### config.mk
export PLATFORM = sky130hd
export DESIGN_NAME = via_ack_top
export DESIGN_NICKNAME = d
export VERILOG_FILES = /design/src/hw/via_pkg.sv /design/src/hw/via_pick_if.sv /design/src/hw/via_pick.sv /design/src/hw/via_ack_top.sv
export VERILOG_INCLUDE_DIRS = /design/src /design/src/hw
export SDC_FILE = /design/constraint.sdc
export NUM_CORES = 1
export LEC_CHECK = 0
export BUFFER_PORTS_ARGS = -buffer_cell sky130_fd_sc_hd__buf_2
export CORE_UTILIZATION = 53
export DETAILED_ROUTE_END_ITERATION = 16
export PLACE_DENSITY = 0.87
export SYNTH_ARGS = -nofsm -noshare
export SYNTH_HDL_FRONTEND = slang
export SYNTH_SLANG_ARGS = --single-unit
export TNS_END_PERCENT = 50
### constraint.sdc
create_clock -name clk_i -period 3.9 [get_ports clk_i]
set_clock_uncertainty 0.15 [all_clocks]
set_input_delay 0.39 -clock clk_i [delete_from_list [all_inputs] [get_ports clk_i]]
set_output_delay 0.39 -clock clk_i [all_outputs]
set_load 0.005 [all_outputs]
### src/hw/via_regs.svh
/*
 * Constants of the vectored interrupt acknowledge block: register select
 * codes, status word field positions, reset values and entry timing.
 * Assumes it is included by bare name from via_ack_top, the only file that includes it.
 */
`ifndef VIA_REGS_SVH
`define VIA_REGS_SVH

// ***********************************************************************
// Register select codes on the core-side register port
// ***********************************************************************
`define VIA_SEL_PSW 2'h0
`define VIA_SEL_REQ 2'h1
`define VIA_SEL_MASK 2'h2
`define VIA_SEL_LEVEL 2'h3

// ***********************************************************************
// Status word fields and reset values
// ***********************************************************************
`define VIA_ACCEPT_BIT 7
`define VIA_INSVC_BIT 1
`define VIA_PSW_RESET 8'h02
`define VIA_FLAG_RESET 32'hFFFFFFFF
`define VIA_TRAP_VECTOR 16'h003E

// ***********************************************************************
// Entry timing in CPU clocks
// ***********************************************************************
`define VIA_LAT_MIN_HI 7
`define VIA_LAT_MIN_LO 8
`define VIA_LAT_MAX_HI 32
`define VIA_LAT_MAX_LO 33
`define VIA_ENTRY_FIXED 5

`endif

### src/hw/via_pkg.sv
/*
 * Types shared by the vectored interrupt acknowledge block.
 * Assumes nothing beyond a SystemVerilog compiler.
 */
package via_pkg;

  typedef enum logic [2:0] {
    VIA_ST_IDLE = 3'b000,
    VIA_ST_WAIT = 3'b001,
    VIA_ST_PSW = 3'b010,
    VIA_ST_PC = 3'b011,
    VIA_ST_VEC = 3'b100
  } via_state_t;

  typedef logic [1:0] via_sel_t;

endpackage

### src/hw/via_pick_if.sv
/*
 * Carrier between the acknowledge top and its request picker.
 * Assumes both ends run on the same clock.
 */
`timescale 1ns/1ps
`default_nettype none

interface via_pick_if #(
  parameter int N_SRC = 8,
  parameter int IW = 3
);
  logic [N_SRC-1:0] req;
  logic [N_SRC-1:0] mask;
  logic [N_SRC-1:0] lvl;
  logic accept;
  logic insvc;
  logic found;
  logic [IW-1:0] idx;
  logic lvl_hit;

  modport top (output req, output mask, output lvl, output accept,
               output insvc, input found, input idx, input lvl_hit);
  modport pick (input req, input mask, input lvl, input accept,
                input insvc, output found, output idx, output lvl_hit);
endinterface

`default_nettype wire

### src/hw/via_pick.sv
/*
 * Request picker: finds the acknowledgeable maskable request with the
 * best level, ties broken by source index (lowest index first).
 * Assumes flags come from registers on the same clock.
 */
`timescale 1ns/1ps
`default_nettype none

module via_pick #(
  parameter int N_SRC = 8,
  parameter int IW = 3
) (
  via_pick_if.pick p
);

  logic [N_SRC-1:0] elig;

  // ***********************************************************************
  // Per-source eligibility
  // ***********************************************************************
  for (genvar g = 0; g < N_SRC; g++) begin : g_elig
    assign elig[g] = p.req[g] & ~p.mask[g]
                     & p.accept
                     & (~p.lvl[g] | p.insvc);
  end

  // ***********************************************************************
  // Level first, then fixed index order
  // ***********************************************************************
  always_comb begin
    logic found_hi;
    logic found_lo;
    logic [IW-1:0] idx_hi;
    logic [IW-1:0] idx_lo;
    found_hi = 1'b0;
    found_lo = 1'b0;
    idx_hi = '0;
    idx_lo = '0;
    for (int i = N_SRC - 1; i >= 0; i--) begin
      if (elig[i] && !p.lvl[i]) begin
        found_hi = 1'b1;
        idx_hi = IW'(i);
      end
      if (elig[i] && p.lvl[i]) begin
        found_lo = 1'b1;
        idx_lo = IW'(i);
      end
    end
    p.found = found_hi | found_lo;
    p.idx = found_hi ? idx_hi : idx_lo;
    p.lvl_hit = ~found_hi;
  end

endmodule // via_pick

`default_nettype wire

### src/hw/via_ack_top.sv
/*
 * Vectored interrupt acknowledge logic of an 8-bit core: request, mask
 * and level flags, the processor status word, the acknowledge decision
 * at instruction boundaries and the entry sequence (push status word,
 * push program counter, load vector).
 * Assumes the core reports each instruction end with its class, stalls
 * while busy_o is high and pushes the program counter on stk_pc_o.
 */
// Functional notes
// - Acknowledgeable when request set and unmasked
// - Vectored acknowledge only while accept flag set
// - In-service flag 0 blocks low-level requests
// - Latency 7..32 clocks, or 8..33 at low
// - Divide may stretch latency past maximum
// - Better level first, then fixed default order
// - Untaken requests stay pending until acknowledgeable
// - Entry pushes status, PC, clears accept, vectors
// - Return-from-interrupt restores PC and status word
// - Trap instruction: unmaskable entry through 003EH vector
// - Reset loads status word with 02H
// - Status word: byte, bit, accept instructions, push/pop
// - Nest equal or higher level when accepting
// - In-service 0: only high level nests
// - One instruction runs after return before acknowledge
// - Hold instructions defer acknowledge one more instruction
// - Trap does not defer; it clears accept
// - Request setting ignores level flag
// - Level 0 high; in-service 0 means high servicing
// - Reset sets mask and level flags all ones
`timescale 1ns/1ps
`default_nettype none
`include "via_regs.svh"

module via_ack_top #(
  parameter int N_SRC = 8,
  parameter logic [15:0] VEC_BASE = 16'h0004,
  parameter logic [15:0] VEC_STEP = 16'h0002
) (
  // Clock and reset
  input wire logic clk_i,
  input wire logic rst_i,
  // Peripheral request pulses
  input wire logic [N_SRC-1:0] src_req_i,
  // Core instruction boundary
  input wire logic instr_end_i,
  input wire logic instr_hold_i,
  input wire logic op_brk_i,
  input wire logic op_return_from_interrupt_i,
  input wire logic op_return_from_trap_i,
  input wire logic op_ei_i,
  input wire logic op_di_i,
  // Core register port
  input wire logic reg_wr_i,
  input wire logic reg_rd_i,
  input wire via_pkg::via_sel_t reg_sel_i,
  input wire logic [31:0] reg_wdata_i,
  input wire logic [31:0] reg_wmask_i,
  input wire logic restore_i,
  input wire logic [7:0] restore_data_i,
  output logic [31:0] reg_rdata_o,
  // Status word
  output logic [7:0] psw_o,
  // Entry sequence towards the core
  output logic busy_o,
  output logic stk_wr_o,
  output logic stk_pc_o,
  output logic [7:0] stk_data_o,
  output logic vec_load_o,
  output logic [15:0] vec_addr_o
);

  localparam int IW = (N_SRC > 1) ? $clog2(N_SRC) : 1;
  localparam logic [2:0] WAIT_HI = 3'(`VIA_LAT_MIN_HI - `VIA_ENTRY_FIXED);
  localparam logic [2:0] WAIT_LO = 3'(`VIA_LAT_MIN_LO - `VIA_ENTRY_FIXED);
  localparam logic [31:0] FLAG_RST = `VIA_FLAG_RESET;

  if (N_SRC < 1 || N_SRC > 32) begin : g_chk
    $error("N_SRC must lie between 1 and 32");
  end

  // ***********************************************************************
  // Declarations
  // ***********************************************************************
  logic [N_SRC-1:0] req_q;
  logic [N_SRC-1:0] mask_q;
  logic [N_SRC-1:0] lvl_q;
  logic [7:0] psw_q;
  via_pkg::via_state_t state_q;
  logic [2:0] cnt_q;
  logic sel_sw_q;
  logic sel_lvl_q;
  logic [IW-1:0] sel_idx_q;
  logic acc_q;
  logic busy_q;
  logic stk_wr_q;
  logic stk_pc_q;
  logic [7:0] stk_data_q;
  logic vec_load_q;
  logic [15:0] vec_addr_q;
  logic [31:0] rdata_q;
  logic hold_now;
  logic take_sw;
  logic take_mk;
  logic [N_SRC-1:0] ack_clr;
  logic wr_req;
  logic wr_mask;
  logic wr_lvl;
  logic wr_psw;

  via_pick_if #(.N_SRC(N_SRC), .IW(IW)) pk ();

  via_pick #(.N_SRC(N_SRC), .IW(IW)) u_pick (
    .p(pk)
  );

  assign pk.req = req_q;
  assign pk.mask = mask_q;
  assign pk.lvl = lvl_q;
  assign pk.accept = psw_q[`VIA_ACCEPT_BIT];
  assign pk.insvc = psw_q[`VIA_INSVC_BIT];

  // ***********************************************************************
  // Acknowledge decision
  // ***********************************************************************
  assign wr_req = reg_wr_i && (reg_sel_i == `VIA_SEL_REQ);
  assign wr_mask = reg_wr_i && (reg_sel_i == `VIA_SEL_MASK);
  assign wr_lvl = reg_wr_i && (reg_sel_i == `VIA_SEL_LEVEL);
  assign wr_psw = reg_wr_i && (reg_sel_i == `VIA_SEL_PSW);

  // Instruction ending now touched flags, status word or acceptance
  assign hold_now = instr_hold_i | op_return_from_interrupt_i | op_return_from_trap_i
                    | op_ei_i | op_di_i | acc_q
                    | reg_wr_i | reg_rd_i | restore_i;

  assign take_sw = (state_q == via_pkg::VIA_ST_IDLE)
                   && instr_end_i && op_brk_i;
  // Not taken leaves the flag set, so it is retried each boundary
  assign take_mk = (state_q == via_pkg::VIA_ST_IDLE)
                   && instr_end_i && !op_brk_i
                   && !hold_now && pk.found;

  // Register accesses seen within the current instruction
  always_ff @(posedge clk_i or posedge rst_i) begin
    if (rst_i) begin
      acc_q <= 1'b0;
    end else if (instr_end_i) begin
      acc_q <= 1'b0;
    end else if (reg_wr_i || reg_rd_i || restore_i) begin
      acc_q <= 1'b1;
    end
  end

  // ***********************************************************************
  // Request, mask and level flags
  // ***********************************************************************
  for (genvar g = 0; g < N_SRC; g++) begin : g_flag
    assign ack_clr[g] = take_mk && (pk.idx == IW'(g));

    // Set wins over software or acknowledge clear
    always_ff @(posedge clk_i or posedge rst_i) begin
      if (rst_i) begin
        req_q[g] <= 1'b0;
      end else if (src_req_i[g]) begin
        req_q[g] <= 1'b1;
      end else if (ack_clr[g]) begin
        req_q[g] <= 1'b0;
      end else if (wr_req && reg_wmask_i[g]) begin
        req_q[g] <= reg_wdata_i[g];
      end
    end

    always_ff @(posedge clk_i or posedge rst_i) begin
      if (rst_i) begin
        mask_q[g] <= FLAG_RST[g];
        lvl_q[g] <= FLAG_RST[g];
      end else begin
        if (wr_mask && reg_wmask_i[g]) begin
          mask_q[g] <= reg_wdata_i[g];
        end
        if (wr_lvl && reg_wmask_i[g]) begin
          lvl_q[g] <= reg_wdata_i[g];
        end
      end
    end
  end

  // ***********************************************************************
  // Processor status word
  // ***********************************************************************
  always_ff @(posedge clk_i or posedge rst_i) begin
    if (rst_i) begin
      psw_q <= `VIA_PSW_RESET;
    end else if (state_q == via_pkg::VIA_ST_PSW) begin
      psw_q[`VIA_ACCEPT_BIT] <= 1'b0;
      if (!sel_sw_q) begin
        psw_q[`VIA_INSVC_BIT] <= sel_lvl_q;
      end
    end else if (restore_i) begin
      psw_q <= restore_data_i;
    end else if (op_ei_i) begin
      psw_q[`VIA_ACCEPT_BIT] <= 1'b1;
    end else if (op_di_i) begin
      psw_q[`VIA_ACCEPT_BIT] <= 1'b0;
    end else if (wr_psw) begin
      psw_q <= (psw_q & ~reg_wmask_i[7:0])
               | (reg_wdata_i[7:0] & reg_wmask_i[7:0]);
    end
  end

  // ***********************************************************************
  // Entry sequencer
  // ***********************************************************************
  always_ff @(posedge clk_i or posedge rst_i) begin
    if (rst_i) begin
      state_q <= via_pkg::VIA_ST_IDLE;
      cnt_q <= 3'h0;
      sel_sw_q <= 1'b0;
      sel_lvl_q <= 1'b1;
      sel_idx_q <= '0;
      busy_q <= 1'b0;
    end else begin
      case (state_q)
        via_pkg::VIA_ST_IDLE: begin
          if (take_sw) begin
            state_q <= via_pkg::VIA_ST_WAIT;
            cnt_q <= WAIT_HI - 3'h1;
            sel_sw_q <= 1'b1;
            busy_q <= 1'b1;
          end else if (take_mk) begin
            state_q <= via_pkg::VIA_ST_WAIT;
            // Low level spends one more resolution clock
            cnt_q <= (pk.lvl_hit ? WAIT_LO : WAIT_HI) - 3'h1;
            sel_sw_q <= 1'b0;
            sel_lvl_q <= pk.lvl_hit;
            sel_idx_q <= pk.idx;
            busy_q <= 1'b1;
          end
        end
        via_pkg::VIA_ST_WAIT: begin
          if (cnt_q == 3'h0) begin
            state_q <= via_pkg::VIA_ST_PSW;
          end else begin
            cnt_q <= cnt_q - 3'h1;
          end
        end
        via_pkg::VIA_ST_PSW: begin
          state_q <= via_pkg::VIA_ST_PC;
        end
        via_pkg::VIA_ST_PC: begin
          state_q <= via_pkg::VIA_ST_VEC;
        end
        via_pkg::VIA_ST_VEC: begin
          state_q <= via_pkg::VIA_ST_IDLE;
          busy_q <= 1'b0;
        end
        default: begin
          state_q <= via_pkg::VIA_ST_IDLE;
          busy_q <= 1'b0;
        end
      endcase
    end
  end

  // ***********************************************************************
  // Stack and vector strobes towards the core
  // ***********************************************************************
  always_ff @(posedge clk_i or posedge rst_i) begin
    if (rst_i) begin
      stk_wr_q <= 1'b0;
      stk_pc_q <= 1'b0;
      stk_data_q <= 8'h00;
      vec_load_q <= 1'b0;
      vec_addr_q <= 16'h0000;
    end else begin
      stk_wr_q <= (state_q == via_pkg::VIA_ST_PSW)
                  || (state_q == via_pkg::VIA_ST_PC);
      stk_pc_q <= (state_q == via_pkg::VIA_ST_PC);
      if (state_q == via_pkg::VIA_ST_PSW) begin
        stk_data_q <= psw_q;
      end
      vec_load_q <= (state_q == via_pkg::VIA_ST_VEC);
      if (state_q == via_pkg::VIA_ST_VEC) begin
        vec_addr_q <= sel_sw_q ? `VIA_TRAP_VECTOR
                    : 16'(VEC_BASE + VEC_STEP * 16'(sel_idx_q));
      end
    end
  end

  // ***********************************************************************
  // Register read-back
  // ***********************************************************************
  always_ff @(posedge clk_i or posedge rst_i) begin
    if (rst_i) begin
      rdata_q <= 32'h00000000;
    end else begin
      case (reg_sel_i)
        `VIA_SEL_PSW: rdata_q <= {24'h000000, psw_q};
        `VIA_SEL_REQ: rdata_q <= 32'(req_q);
        `VIA_SEL_MASK: rdata_q <= 32'(mask_q);
        `VIA_SEL_LEVEL: rdata_q <= 32'(lvl_q);
        default: rdata_q <= 32'h00000000;
      endcase
    end
  end

  assign reg_rdata_o = rdata_q;
  assign psw_o = psw_q;
  assign busy_o = busy_q;
  assign stk_wr_o = stk_wr_q;
  assign stk_pc_o = stk_pc_q;
  assign stk_data_o = stk_data_q;
  assign vec_load_o = vec_load_q;
  assign vec_addr_o = vec_addr_q;

endmodule // via_ack_top

`default_nettype wire

==> out/metrics.yaml <==
place:
  dp_hpwl_mm: 6.680
  io_buffers: 78
  place.gp.congestion: 0.8945
worst_setup_path:
  slowest_stage: "dfrtp_1"
  worst_setup_path_start_kind: "register"
  max_stage_delay_ns: 0.58
  critPathKind: "register to register"
  crit_buf_inv: 0
  arrival_ns: 2.97
  path_max_fanout: 15
  cp_top_family: "simple AND/OR/NAND/NOR gates"
  cp_data_required_time_ns: 4.00
  cp_cell_sequence: "and4bb_1 > nor4_1 > and2_1 > a31oi_1 > o21a_1 > a311o_1"
  end_kind: "register"
clock_network:
  cts_sinks: 69
  hold_buffers: 1
  cts_tree: "done"
  clk_pin_slew_ns: 0.08
  cts_setup_buffers: 0
  htree_levels: 3
  clk-insertion-delay-late_ns: 0.35
  root_buffer: "clkbuf_8"
  post_cts_resized: 0
  clockBufferDepth: 2
  cts_made_buffers: 9
yosys:
  ys_async_sr_fraction_pct: 100.0
  synth_xor_area_share_pct: 0.2181
  yosys.area_share.simple_pct: 18.20
  synth_fa_ha_area_share_pct: 0.9349
  ys_ff_latch: 69
  syn_area_per_cell_sq_um: 10.54
  muxShareOfSynthArea_pct: 12.96
  synth_edf_count: 0
  synth_top_family_by_area: "simple AND/OR/NAND/NOR gates"
  yosysTopAreaCell: "dfrtp_1"
  synth_compound_area_share_pct: 14.15
  synth.distinct_cells: 64
  synth_area_leaders: "dfrtp_1 (32%), dfstp_2 (12%), mux2_2 (7.6%), buf_4 (6.9%), mux4_2 (3.9%)"
  yosys.area.top_type_share_pct: 31.79
  yosys_warnings: 0
  seq_area_frac_synth_pct: 43.56
  synth_cells: 381
  synthFlopType: "dfrtp_1"
  synth_area_sq_um: 4015
finish:
  syn_to_final_growth_pct: 14.40
  layout-drive-gt1-share_pct: 35.14
  n_fill_cell: 593
  final_nets: 553
  num_antenna_cells: 0
  postLayoutCoreUtil_pct: 62.99
power:
  p_leak_nw: 2.013
  power.density_nw_per_um2: 567.5
  ir_worst_vdd_v: 0.0002507
sta:
  fin_crit_sh_pct: 73.81
  hold_viol_final: 0
  fmax_mhz: 347.4
  setup_viol: 0
  fin_setup_tns_ns: 0
  hold_ws_ns: 0.06565
  rsz0062_at_grt: "no"
  relSlewSlack_pct: 42.42
  period_needed_ns: 2.879
  slew_violations: 0
  tightest_slew_ns: 0.8606
route:
  num_vias: 3141
  drc: 0
  drtPass1Iterations: 5
  drtAntennaViolNets: 0
  viasPerCell: 5.609
  routed_wl_mm: 9.296
  wl_per_cell_um: 16.60
  dr.first_iter.drc_count: 205
global_routing:
  grt_pass1_vias: 2893
  grt-ovfl-total: 0
  grt_antenna_before_repair: 0
  grt_start_max_net_pins: 29
  grt_pass1_wl_mm: 14.48
  track_usage_pct: 25.10
floorplan:
  coreArea_sq_um: 7292
  rows: 31
  io_pins: 162
  start_util_pct: 55.06
  chipWidth_um: 89.04
  die_area_sq_um: 7928
  die_y_um: 89.04
job:
  maxCapViolCount: 0
status:
  status: "finished, final reports clean"
hold_path:
  hp-class: "primary input to register"
## worst paths after layout
kind	start	end	slack, ns	cells past startpoint
setup / recovery	psw_o[7]	pk.req[5]	1.02	6
max in group asynchronous	rst_i	mask_q[4]	2.30	4
hold / removal	instr_end_i	acc_q	0.07	2
hold reg to reg	sel_idx_q[1]	vec_addr_o[2]	0.35	1
min in group asynchronous	rst_i	async pin	0.49	3
setup reg to reg	psw_o[7]	pk.req[5]	1.02	6
## per-layer routing
metal / vias up / track usage (%) / wire length, um
met5: - / 0 / 0
met4: 0 / 9.235 / 111
met3: 12 / 4.986 / 641
met2: 126 / 41.40 / 4696
met1: 1534 / 33.07 / 3846
li1: 1469 / - / -
## area by class of cell
class	instances	area [sq um]	share of cell area [%]
well taps	99	123.9	2.697
clock inverters	5	106.4	2.315
multi-input cells	284	2002	43.58
flip-flops and latches	69	1749	38.08
repair buffers	82	422.9	9.207
clock buffers	11	151.4	3.296
inverters	10	37.54	0.8172
## cells in the mapped netlist, types with 4 or more instances
cell type	instances
dfrtp_1	51
buf_4	37
nor2_1	35
mux2_2	27
nand2_1	27
a21oi_1	22
dfstp_2	18
o21ai_0	15
inv_1	10
nand3b_1	10
clkbuf_1	9
and3b_1	7
mux4_2	7
and2_1	6
and4bb_1	6
nor3_1	6
a21boi_0	5
a31oi_1	5
nor3b_1	5
a311oi_1	4
nor2b_1	4
## stage by stage
stage | area (sq um) | total power [mW] | cells | setup slack (ns)
2_1_floorplan | 4143 | 1.653 | 415 | 1.562
3_3_place_gp | 4325 | 1.839 | 543 | 1.022
3_5_place_dp | 4325 | 1.874 | 543 | 1.015
4_1_cts | 4593 | 2.613 | 560 | 1.029
5_1_grt | 4593 | 2.763 | 560 | 0.8868
6_report | 4593 | 2.607 | 560 | 1.021
## cell families (layout without fill, tap and decap cells)
family | Yosys count | after routing
and+or+nand+nor | 124 | 124
AOI/OAI and AO/OA | 83 | 83
DFF | 69 | 69
buffers and inverters | 62 | 108
muxes | 38 | 38
adders and majority gates | 3 | 3
other | 1 | 35
xor gates and xnor gates | 1 | 1
## where the power goes
group          leakage [nW]  switching, mW  internal [mW]
Sequential            0.769          0.133          0.909
Clock                 0.126          0.280          0.461
Combinational          1.12          0.429          0.394
## cells in the final DEF, fill, tap and decap left out, drive strengths merged, types with 3 or more instances in the layout
cell,instances
mux2,29
nand2,27
inv,10
buf,81
o21a,3
and4bb,8
and2,6
dfstp,18
nor2b,4
a21boi,5
nor3b,5
nand3b,10
a21o,3
a311oi,4
nor3,6
nor2,35
dfrtp,51
o21ai,18
a31oi,6
bufinv,3
nor4,4
conb,35
mux4,8
clkbuf,11
a21oi,22
ha,3
and3b,7
a311o,3
No activity file was read; power rests on OpenSTA's default activity.
